--- src/verilog/hbt_pkg.sv ---
// Package for the holding brake test sequencer: constants, states and timing.
package hbt_pkg;
    // Telegram that carries the select bit and the selected report
    localparam int HBT_TELEGRAM = 701;
    // Brake output test interval in hours and clock rate
    localparam longint HBT_INTERVAL_H = 2160;
    localparam longint HBT_CLK_HZ = 100_000_000;
    localparam longint HBT_SEC_PER_H = 3600;
    localparam longint HBT_INTERVAL_CYC = HBT_INTERVAL_H * HBT_SEC_PER_H * HBT_CLK_HZ;
    // Speed limits in percent of maximum speed
    localparam int HBT_SEL_SPEED_PCT = 1;
    localparam int HBT_ACT_SPEED_PCT = 10;
    localparam int HBT_PCT_FULL = 100;
    // Default widths
    localparam int HBT_VAL_W = 16;
    localparam int HBT_POS_W = 32;
    localparam int HBT_TMR_W = 64;
    // Default length of the torque hold phase in cycles
    localparam int HBT_HOLD_CYC = 1000;
    // Level of the result bit
    localparam logic HBT_RESULT_PASS = 1'b1;
    localparam logic HBT_RESULT_FAIL = 1'b0;

    typedef enum logic [2:0] {
        HBT_IDLE, HBT_SELECTED, HBT_CLOSE, HBT_TORQUE, HBT_OPEN, HBT_DONE
    } hbt_state_t;
endpackage

--- src/verilog/hbt_link_if.sv ---
// Interface carrying the cyclic control and info channels between both ends.
`timescale 1ns/1ps
interface hbt_link_if;
    // Safety control channel, controller to converter
    logic test_select;
    logic test_start;
    logic brake_sel;
    logic rot_dir;
    logic torque_dir;
    // Safety info channel, converter to controller
    logic test_selected;
    logic test_active;
    logic test_terminated;
    logic test_result;

    modport device (
        input test_select, test_start, brake_sel, rot_dir, torque_dir,
        output test_selected, test_active, test_terminated, test_result
    );
    modport ctrl (
        output test_select, test_start, brake_sel, rot_dir, torque_dir,
        input test_selected, test_active, test_terminated, test_result
    );
endinterface

--- src/verilog/hbt_device.sv ---
// Converter end: brake holding test sequence and brake output test timer.
`timescale 1ns/1ps
// Operation
// Controller selects test by raising select bit
// Device reports test selected on info channel
// Controller supplies brake, rotation, torque direction
// On start, assert active and close brake
// Apply torque equal factor times base
// Abort at once on position beyond tolerance
// At end open brake, assert terminated
// Result one is pass, zero is fail
// Controller withdraws select after termination
// Select needs ready, slow; active below ten percent
// Output test timer, default 2160 h, readable
// Timer expiry raises test-required message
// Brake actuation clears message, reloads timer
// Operator actuates brake within SIL period
// Tolerance abort: brake open, terminated, fail
module hbt_device
    import hbt_pkg::*;
#(
    parameter int VAL_W = HBT_VAL_W,                 // Torque value width
    parameter int POS_W = HBT_POS_W,                 // Position width
    parameter int TMR_W = HBT_TMR_W,                 // Timer width
    parameter longint INTERVAL_CYC = HBT_INTERVAL_CYC, // Brake output test interval
    parameter int HOLD_CYC = HBT_HOLD_CYC            // Torque hold duration
) (
    input wire logic sys_clk,                  // System clock
    input wire logic rstn,                     // Async reset, active low
    hbt_link_if.device link,                   // Cyclic channels to controller
    input wire logic motor_on,                 // Motor switched on
    input wire logic encoder_ctrl,             // Speed control with encoder
    input wire logic brake_is_open,            // Brake feedback: open
    input wire logic [VAL_W-1:0] speed_abs,    // Absolute actual speed
    input wire logic [VAL_W-1:0] maximum_speed_setting, // Maximum speed
    input wire logic [VAL_W-1:0] test_torque_factor,    // Test torque factor
    input wire logic [VAL_W-1:0] test_torque_base,      // Base torque
    input wire logic [POS_W-1:0] test_position_tolerance, // Position tolerance
    input wire logic [POS_W-1:0] motor_pos,    // Actual motor position
    input wire logic op_brake_cmd,             // Operational brake close request
    output logic brake_close,                  // Brake close command
    output logic [2*VAL_W-1:0] torque_set,     // Torque setpoint magnitude
    output logic torque_neg,                   // Torque direction
    output logic test_brake_sel,               // Brake being tested
    output logic test_rot_dir,                 // Rotation direction in test
    output logic [TMR_W-1:0] brake_output_test_remaining, // Timer remaining
    output logic brake_output_test_required    // Brake output test required
);
    ////////////////////////////////////////////////////////////////////////
    // Speed checks, scaled to percent without a divider
    function automatic logic below_pct(input logic [VAL_W-1:0] spd,
                                       input logic [VAL_W-1:0] vmax,
                                       input int pct);
        logic [VAL_W+7:0] lhs;
        logic [VAL_W+7:0] rhs;
        lhs = (VAL_W+8)'(spd) * (VAL_W+8)'(HBT_PCT_FULL);
        rhs = (VAL_W+8)'(vmax) * (VAL_W+8)'(pct);
        return lhs < rhs;
    endfunction

    function automatic logic [POS_W-1:0] pos_dist(input logic [POS_W-1:0] a,
                                                  input logic [POS_W-1:0] b);
        return (a >= b) ? (a - b) : (b - a);
    endfunction

    logic sel_ok, act_ok, pos_bad;
    assign sel_ok = motor_on && encoder_ctrl && brake_is_open
                    && below_pct(speed_abs, maximum_speed_setting, HBT_SEL_SPEED_PCT);
    assign act_ok = below_pct(speed_abs, maximum_speed_setting, HBT_ACT_SPEED_PCT);

    ////////////////////////////////////////////////////////////////////////
    // Test sequencer
    hbt_state_t st_r, st_nxt;
    logic sel_prev_r, sel_prev_nxt;
    logic close_r, close_nxt, res_r, res_nxt;
    logic [2*VAL_W-1:0] trq_r, trq_nxt;
    logic tdir_r, tdir_nxt, bsel_r, bsel_nxt, rdir_r, rdir_nxt;
    logic [POS_W-1:0] pos0_r, pos0_nxt;
    logic [31:0] hold_r, hold_nxt;

    assign pos_bad = pos_dist(motor_pos, pos0_r) > test_position_tolerance;

    always_comb begin
        st_nxt = st_r;
        sel_prev_nxt = link.test_select;
        close_nxt = close_r;
        res_nxt = res_r;
        trq_nxt = trq_r;
        tdir_nxt = tdir_r;
        bsel_nxt = bsel_r;
        rdir_nxt = rdir_r;
        pos0_nxt = pos0_r;
        hold_nxt = hold_r;
        unique case (st_r)
            HBT_IDLE: begin
                // Rising select edge only; a held select does not retrigger
                if (link.test_select && !sel_prev_r && sel_ok) begin // see R1
                    st_nxt = HBT_SELECTED;
                end
            end
            HBT_SELECTED: begin
                if (!link.test_select) begin
                    st_nxt = HBT_IDLE;
                end else if (link.test_start) begin
                    bsel_nxt = link.brake_sel;
                    rdir_nxt = link.rot_dir;
                    tdir_nxt = link.torque_dir;
                    close_nxt = 1'b1;
                    pos0_nxt = motor_pos;
                    st_nxt = HBT_CLOSE;
                end
            end
            HBT_CLOSE: begin
                if (pos_bad || !act_ok) begin // see R6
                    res_nxt = HBT_RESULT_FAIL;
                    st_nxt = HBT_OPEN;
                end else if (!brake_is_open) begin
                    // Widen both operands so the full product is kept
                    trq_nxt = (2*VAL_W)'(test_torque_factor)
                              * (2*VAL_W)'(test_torque_base);
                    hold_nxt = '0;
                    st_nxt = HBT_TORQUE;
                end
            end
            HBT_TORQUE: begin
                hold_nxt = hold_r + 32'h1;
                if (pos_bad || !act_ok) begin // see R6
                    res_nxt = HBT_RESULT_FAIL;
                    trq_nxt = '0;
                    st_nxt = HBT_OPEN;
                end else if (hold_r >= 32'(HOLD_CYC - 1)) begin
                    res_nxt = HBT_RESULT_PASS;
                    trq_nxt = '0;
                    st_nxt = HBT_OPEN;
                end
            end
            HBT_OPEN: begin
                trq_nxt = '0;
                close_nxt = 1'b0; // see R7
                st_nxt = HBT_DONE;
            end
            HBT_DONE: begin
                if (!link.test_select) begin
                    st_nxt = HBT_IDLE;
                end
            end
            default: st_nxt = HBT_IDLE;
        endcase
    end

    always_ff @(posedge sys_clk or negedge rstn) begin
        if (!rstn) begin
            st_r <= HBT_IDLE;
            sel_prev_r <= 1'b0;
            close_r <= 1'b0;
            res_r <= HBT_RESULT_FAIL;
            trq_r <= '0;
            tdir_r <= 1'b0;
            bsel_r <= 1'b0;
            rdir_r <= 1'b0;
            pos0_r <= '0;
            hold_r <= '0;
        end else begin
            st_r <= st_nxt;
            sel_prev_r <= sel_prev_nxt;
            close_r <= close_nxt;
            res_r <= res_nxt;
            trq_r <= trq_nxt;
            tdir_r <= tdir_nxt;
            bsel_r <= bsel_nxt;
            rdir_r <= rdir_nxt;
            pos0_r <= pos0_nxt;
            hold_r <= hold_nxt;
        end
    end

    assign link.test_selected = (st_r != HBT_IDLE);
    assign link.test_active = (st_r == HBT_CLOSE) || (st_r == HBT_TORQUE);
    assign link.test_terminated = (st_r == HBT_DONE);
    assign link.test_result = res_r;

    ////////////////////////////////////////////////////////////////////////
    // Brake output test timer
    logic brake_cmd, brake_cmd_prev_r, actuated;
    logic [TMR_W-1:0] tmr_r, tmr_nxt;
    logic req_r, req_nxt;

    // Test closure and the operational request are ORed; either one closes the brake
    assign brake_cmd = close_r || op_brake_cmd;
    assign actuated = brake_cmd != brake_cmd_prev_r;

    always_comb begin
        tmr_nxt = tmr_r;
        req_nxt = req_r;
        if (actuated) begin
            // Actuation wins over expiry in the same cycle
            tmr_nxt = TMR_W'(INTERVAL_CYC);
            req_nxt = 1'b0;
        end else if (tmr_r != '0) begin
            tmr_nxt = tmr_r - TMR_W'(1);
        end else begin
            req_nxt = 1'b1;
        end
    end

    always_ff @(posedge sys_clk or negedge rstn) begin
        if (!rstn) begin
            tmr_r <= TMR_W'(INTERVAL_CYC);
            req_r <= 1'b0;
            brake_cmd_prev_r <= 1'b0;
        end else begin
            tmr_r <= tmr_nxt;
            req_r <= req_nxt;
            brake_cmd_prev_r <= brake_cmd;
        end
    end

    assign brake_close = brake_cmd;
    assign torque_set = trq_r;
    assign torque_neg = tdir_r;
    assign test_brake_sel = bsel_r;
    assign test_rot_dir = rdir_r;
    assign brake_output_test_remaining = tmr_r;
    assign brake_output_test_required = req_r;
endmodule

--- src/flat_wrapper.sv ---
// flat-port wrapper written by rule: the top's interface ports become plain ports
module hbt_device_flat import hbt_pkg::*;
#(
    parameter int VAL_W = HBT_VAL_W,                                      
    parameter int POS_W = HBT_POS_W,                                  
    parameter int TMR_W = HBT_TMR_W,                               
    parameter longint INTERVAL_CYC = HBT_INTERVAL_CYC,                              
    parameter int HOLD_CYC = HBT_HOLD_CYC                                   
)
  (sys_clk, rstn, motor_on, encoder_ctrl, brake_is_open, speed_abs, maximum_speed_setting, test_torque_factor, test_torque_base, test_position_tolerance, motor_pos, op_brake_cmd, brake_close, torque_set, torque_neg, test_brake_sel, test_rot_dir, brake_output_test_remaining, brake_output_test_required, link_test_select, link_test_start, link_brake_sel, link_rot_dir, link_torque_dir, link_test_selected, link_test_active, link_test_terminated, link_test_result);
  hbt_link_if link_i ();
  input wire logic sys_clk;
  input wire logic rstn;
  input wire logic motor_on;
  input wire logic encoder_ctrl;
  input wire logic brake_is_open;
  input wire logic [VAL_W-1:0] speed_abs;
  input wire logic [VAL_W-1:0] maximum_speed_setting;
  input wire logic [VAL_W-1:0] test_torque_factor;
  input wire logic [VAL_W-1:0] test_torque_base;
  input wire logic [POS_W-1:0] test_position_tolerance;
  input wire logic [POS_W-1:0] motor_pos;
  input wire logic op_brake_cmd;
  output logic brake_close;
  output logic [2*VAL_W-1:0] torque_set;
  output logic torque_neg;
  output logic test_brake_sel;
  output logic test_rot_dir;
  output logic [TMR_W-1:0] brake_output_test_remaining;
  output logic brake_output_test_required;
  input wire logic [$bits(link_i.test_select)-1:0] link_test_select;
  input wire logic [$bits(link_i.test_start)-1:0] link_test_start;
  input wire logic [$bits(link_i.brake_sel)-1:0] link_brake_sel;
  input wire logic [$bits(link_i.rot_dir)-1:0] link_rot_dir;
  input wire logic [$bits(link_i.torque_dir)-1:0] link_torque_dir;
  output wire logic [$bits(link_i.test_selected)-1:0] link_test_selected;
  output wire logic [$bits(link_i.test_active)-1:0] link_test_active;
  output wire logic [$bits(link_i.test_terminated)-1:0] link_test_terminated;
  output wire logic [$bits(link_i.test_result)-1:0] link_test_result;
  assign link_i.test_select = link_test_select;
  assign link_i.test_start = link_test_start;
  assign link_i.brake_sel = link_brake_sel;
  assign link_i.rot_dir = link_rot_dir;
  assign link_i.torque_dir = link_torque_dir;
  assign link_test_selected = link_i.test_selected;
  assign link_test_active = link_i.test_active;
  assign link_test_terminated = link_i.test_terminated;
  assign link_test_result = link_i.test_result;
  hbt_device #(.VAL_W(VAL_W), .POS_W(POS_W), .TMR_W(TMR_W), .INTERVAL_CYC(INTERVAL_CYC), .HOLD_CYC(HOLD_CYC)) u_core (.sys_clk(sys_clk), .rstn(rstn), .link(link_i), .motor_on(motor_on), .encoder_ctrl(encoder_ctrl), .brake_is_open(brake_is_open), .speed_abs(speed_abs), .maximum_speed_setting(maximum_speed_setting), .test_torque_factor(test_torque_factor), .test_torque_base(test_torque_base), .test_position_tolerance(test_position_tolerance), .motor_pos(motor_pos), .op_brake_cmd(op_brake_cmd), .brake_close(brake_close), .torque_set(torque_set), .torque_neg(torque_neg), .test_brake_sel(test_brake_sel), .test_rot_dir(test_rot_dir), .brake_output_test_remaining(brake_output_test_remaining), .brake_output_test_required(brake_output_test_required));
endmodule
--- config.mk ---
export PLATFORM = sky130hd
export DESIGN_NAME = hbt_device_flat
export DESIGN_NICKNAME = d
export VERILOG_FILES = /design/src/verilog/hbt_pkg.sv /design/src/verilog/hbt_link_if.sv /design/src/verilog/hbt_device.sv /design/src/flat_wrapper.sv
export SDC_FILE = /design/constraint.sdc
export NUM_CORES = 1
export LEC_CHECK = 0
export ABC_CLOCK_PERIOD_IN_PS = 17000
export BUFFER_PORTS_ARGS = -buffer_cell sky130_fd_sc_hd__buf_2
export CORE_MARGIN = 2
export CORE_UTILIZATION = 34
export CTS_BUF_LIST = sky130_fd_sc_hd__clkbuf_2 sky130_fd_sc_hd__clkbuf_4 sky130_fd_sc_hd__clkbuf_8
export CTS_CLUSTER_SIZE = 40
export DETAILED_ROUTE_END_ITERATION = 7
export HOLD_SLACK_MARGIN = 0.03
export PLACE_DENSITY = 0.49
export REMOVE_ABC_BUFFERS = 1
export SETUP_SLACK_MARGIN = 0.4
export SYNTH_ARGS = -nofsm -noshare
export SYNTH_HDL_FRONTEND = slang
export SYNTH_SLANG_ARGS = --single-unit
--- constraint.sdc ---
create_clock -name sys_clk -period 17 [get_ports sys_clk]
set_clock_uncertainty 0.1 [all_clocks]
set_input_delay 3.4 -clock sys_clk [delete_from_list [all_inputs] [get_ports sys_clk]]
set_output_delay 3.4 -clock sys_clk [all_outputs]
set_load 0.02 [all_outputs]
==> results.txt <==
CTS Root Cell - clkbuf_8
WL/cell - 18.1 µm
CTS sink cnt - 171
Placed cell count - 3852
Leak Pwr - 13.3 nW
Biggest area consumer among synthesized cells - fa_1
Pwr/cell area - 174 nW/µm²
CTS Buf Count - 17
Critical path class - in2reg
Via count - 19745
Crit. End Element - flop
Seq cells post-synth - 171
Share of the synthesized area in the top cell type - 0.175
RePlAce Congestion - 0.893
Area growth syn-to-layout - 10.5%
Post-synth EDFFs - 0
FF-to-FF End - u_core.hold_r[2]
Synth top area cells - fa_1 (18%), ha_1 (17%), dfrtp_1 (16%)
Post-Syn Area per Cell - 8.56 µm²
Main synth FF type - dfrtp_1
Synthesized instance count - 2773
Worst-Margin Slew - 1.10 ns
Slew HR - 0.256
Worst hold-check path type - reg2reg
Post-route cell area - 26200 µm²
Final hold vios - 0
CP Data Required Time - 17.31 ns
Port buffer count - 243
DR pass1 iterations - 6
Crit path capture - u_core.hold_r[2]
Reg2Reg Depth - 20
Post-synth ARST share - 1.00
Highest clock rate - 98.0 MHz
H-tree Lvls - 4
Crit path from - motor_pos[19]
Detailed Route WL - 70200 µm
Chip height - 268 µm
Maximum vdd drop - 162 µV
Routed Antenna Nets - 0
Hold Path Depth - 1
Largest net degree at the start of global routing - 74
DRC - 0
Worst path max stage delay - 0.78 ns
Critical path fanouts, max - 24
Final Util - 0.381
# hold bufs at CTS - 0
Post-CTS Setup Repair Bufs - 0
Worst skew pair latency - 0.53 ns
Die W - 268 µm
Final setup fails - 0
CP cell instances - buf_2 -> inv_1 -> ha_1 -> nand4_1 -> nor3_1 -> nand2_1 -> nor4b_1 -> nor4_4 -> buf_4 -> mux2i_1 -> o32ai_1 -> a21oi_1 -> xnor2_1 -> ha_1 -> nand4_1 -> nor3_1 -> nand4_1 -> o22ai_1 -> and4_1 -> nand2_1 -> a22oi_1 -> nand2_1
Fin Setup TNS - 0 ns
Grt ovf - 0
Crit-path slowest cell - nor4b_1
Cell row count - 96
Fin nets - 3600
Clock transition at the registers of the reported paths - 0.11 ns
Maxcap violations - 0
Mapped Area - 23700 µm²
Clk buf depth - 2
R2r startpoint - u_core.pos0_r[19]
Starting DRC count in detailed routing - 1095
CP Launch Type - input pin
CP Data Arrival Time - 10.52 ns
Register area share after synthesis - 0.181
Global-route wire length before repair - 112000 µm
Dpl cell area - 25800 µm²
Initial core utilization - 0.345
Synth Warn # - 0
Io pins - 244
Fin crit share - 0.600
Period minus WS final - 10.21 ns
Most frequent cell after synthesis - inv_1
Die area - 71900 µm²
Number of max-slew violations in the final report - 0
CTS resizes - 0
Synth unique cells - 89
Vias/cell - 5.08
Initial antenna violation count - 5
Total track usage - 0.197
Core Region - 68800 µm²
Flop2flop setup slack - 9.39 ns
Number of global-route vias before repair - 20347
Layout Cells excl Fill - 3888
TritonCTS clock tree - built
Top cells by count, synth - inv_1 (428), ha_1 (313), nand2_1 (294), fa_1 (208), dfrtp_1 (153)
RSZ-0062 raised after global routing - no
DP Wirelength - 56800 µm
Status - finished, final reports clean
Share of cells above drive strength 1 - 0.119
-- where the power goes --
part,switching [W],internal [W]
combinational,0.00223,0.00147
sequential,0.0000672,0.000477
clock,0.000188,0.000141
-- worst min-delay path by stage --
stage	start	end	slack, ns
finish	u_core.torque_set[1]	u_core.torque_set[1]	0.41
global route	u_core.test_brake_sel	u_core.test_brake_sel	0.44
CTS	u_core.torque_set[3]	u_core.torque_set[3]	0.41
detailed placement	u_core.torque_set[1]	u_core.torque_set[1]	0.38
global placement	u_core.torque_neg	u_core.torque_neg	0.38
floorplan	u_core.pos0_r[0]	u_core.pos0_r[0]	0.38
-- metrics by stage --
step | hold slack (ns) | total power [W] | setup WS (ns)
6_report | 0.412 | 0.00456 | 6.79
5_1_grt | 0.436 | 0.00506 | 6.37
4_1_cts | 0.410 | 0.00459 | 6.79
3_5_place_dp | 0.384 | 0.00423 | 6.21
3_3_place_gp | 0.381 | 0.00420 | 6.31
2_1_floorplan | 0.375 | 0.00319 | 6.38
-- cell usage in the layout (no fill, tap or decap), types with 16 or more instances in the layout --
| cell | netlist | routed |
|---|---|---|
| a211oi_1 | 22 | 22 |
| a21o_1 | 58 | 58 |
| a21oi_1 | 151 | 151 |
| a22o_1 | 31 | 31 |
| a31oi_1 | 17 | 17 |
| and2_1 | 126 | 126 |
| and3_1 | 22 | 22 |
| buf_2 | 18 | 242 |
| clkbuf_8 | 0 | 18 |
| dfrtp_1 | 153 | 153 |
| dfstp_2 | 18 | 18 |
| fa_1 | 208 | 208 |
| ha_1 | 313 | 313 |
| inv_1 | 428 | 428 |
| mux2i_1 | 18 | 18 |
| nand2_1 | 294 | 294 |
| nand2b_1 | 22 | 22 |
| nand3_1 | 37 | 36 |
| nand4_1 | 44 | 44 |
| nor2_1 | 126 | 126 |
| nor3_1 | 45 | 45 |
| nor4_1 | 20 | 20 |
| o211ai_1 | 25 | 25 |
| o21a_1 | 16 | 16 |
| o21ai_0 | 127 | 127 |
| or3_1 | 27 | 27 |
| or4_1 | 26 | 26 |
| xnor2_1 | 88 | 87 |
| xor2_1 | 44 | 44 |
-- sequential cells by signal, summed over array words and instances (netlist names) --
signal / count
u_core.test_rot_dir: 1
u_core.brake_cmd_prev_r: 1
u_core.brake_output_test_remaining: 64
u_core.hold_r: 32
u_core.torque_set: 32
u_core.link.test_result: 1
u_core.sel_prev_r: 1
u_core.close_r: 1
u_core.st_r: 3
u_core.torque_neg: 1
u_core.pos0_r: 32
u_core.brake_output_test_required: 1
u_core.test_brake_sel: 1
-- layer usage --
layer	global-route usage	routed length, µm	share of wire
met1	0.267	32600	0.46
met2	0.330	33500	0.48
met5	0	0	0
met3	0.0228	2700	0.038
met4	0.0548	1400	0.020
-- cell type report --
class	count	area, µm²
clock buffers	19	249
inverters	428	1610
diodes	4	10.0
well taps	931	1160
repair buffers	253	1300
fillers	7127	42600
multi-input cells	2069	17400
clock inverters	13	176
flip-flops and latches	171	4300
-- worst max-delay path: cells and delay by family --
| family | cells | cell delay (ns) |
|---|---|---|
| XOR/XNOR | 1 | 0.16 |
| buffers and inverters | 3 | 0.41 |
| multiplexers | 1 | 0.22 |
| AO/OA/AOI/OAI | 4 | 1.93 |
| adder cells (fa/ha/maj) | 2 | 0.80 |
| AND/OR/NAND/NOR | 11 | 3.56 |
-- cells by family (layout without fill, tap and decap cells) --
group / after synthesis / count (layout) / share of synthesized area
xor+xnor: 132 / 132 / 0.0487
flops: 171 / 171 / 0.181
buf+inv: 533 / 713 / 0.0864
fa+ha+maj: 521 / 521 / 0.341
mux: 24 / 24 / 0.0104
simple gates: 858 / 858 / 0.188
compound gates: 534 / 534 / 0.145
other cells: 0 / 4 / 0
No activity file was read; power rests on OpenSTA's default activity.
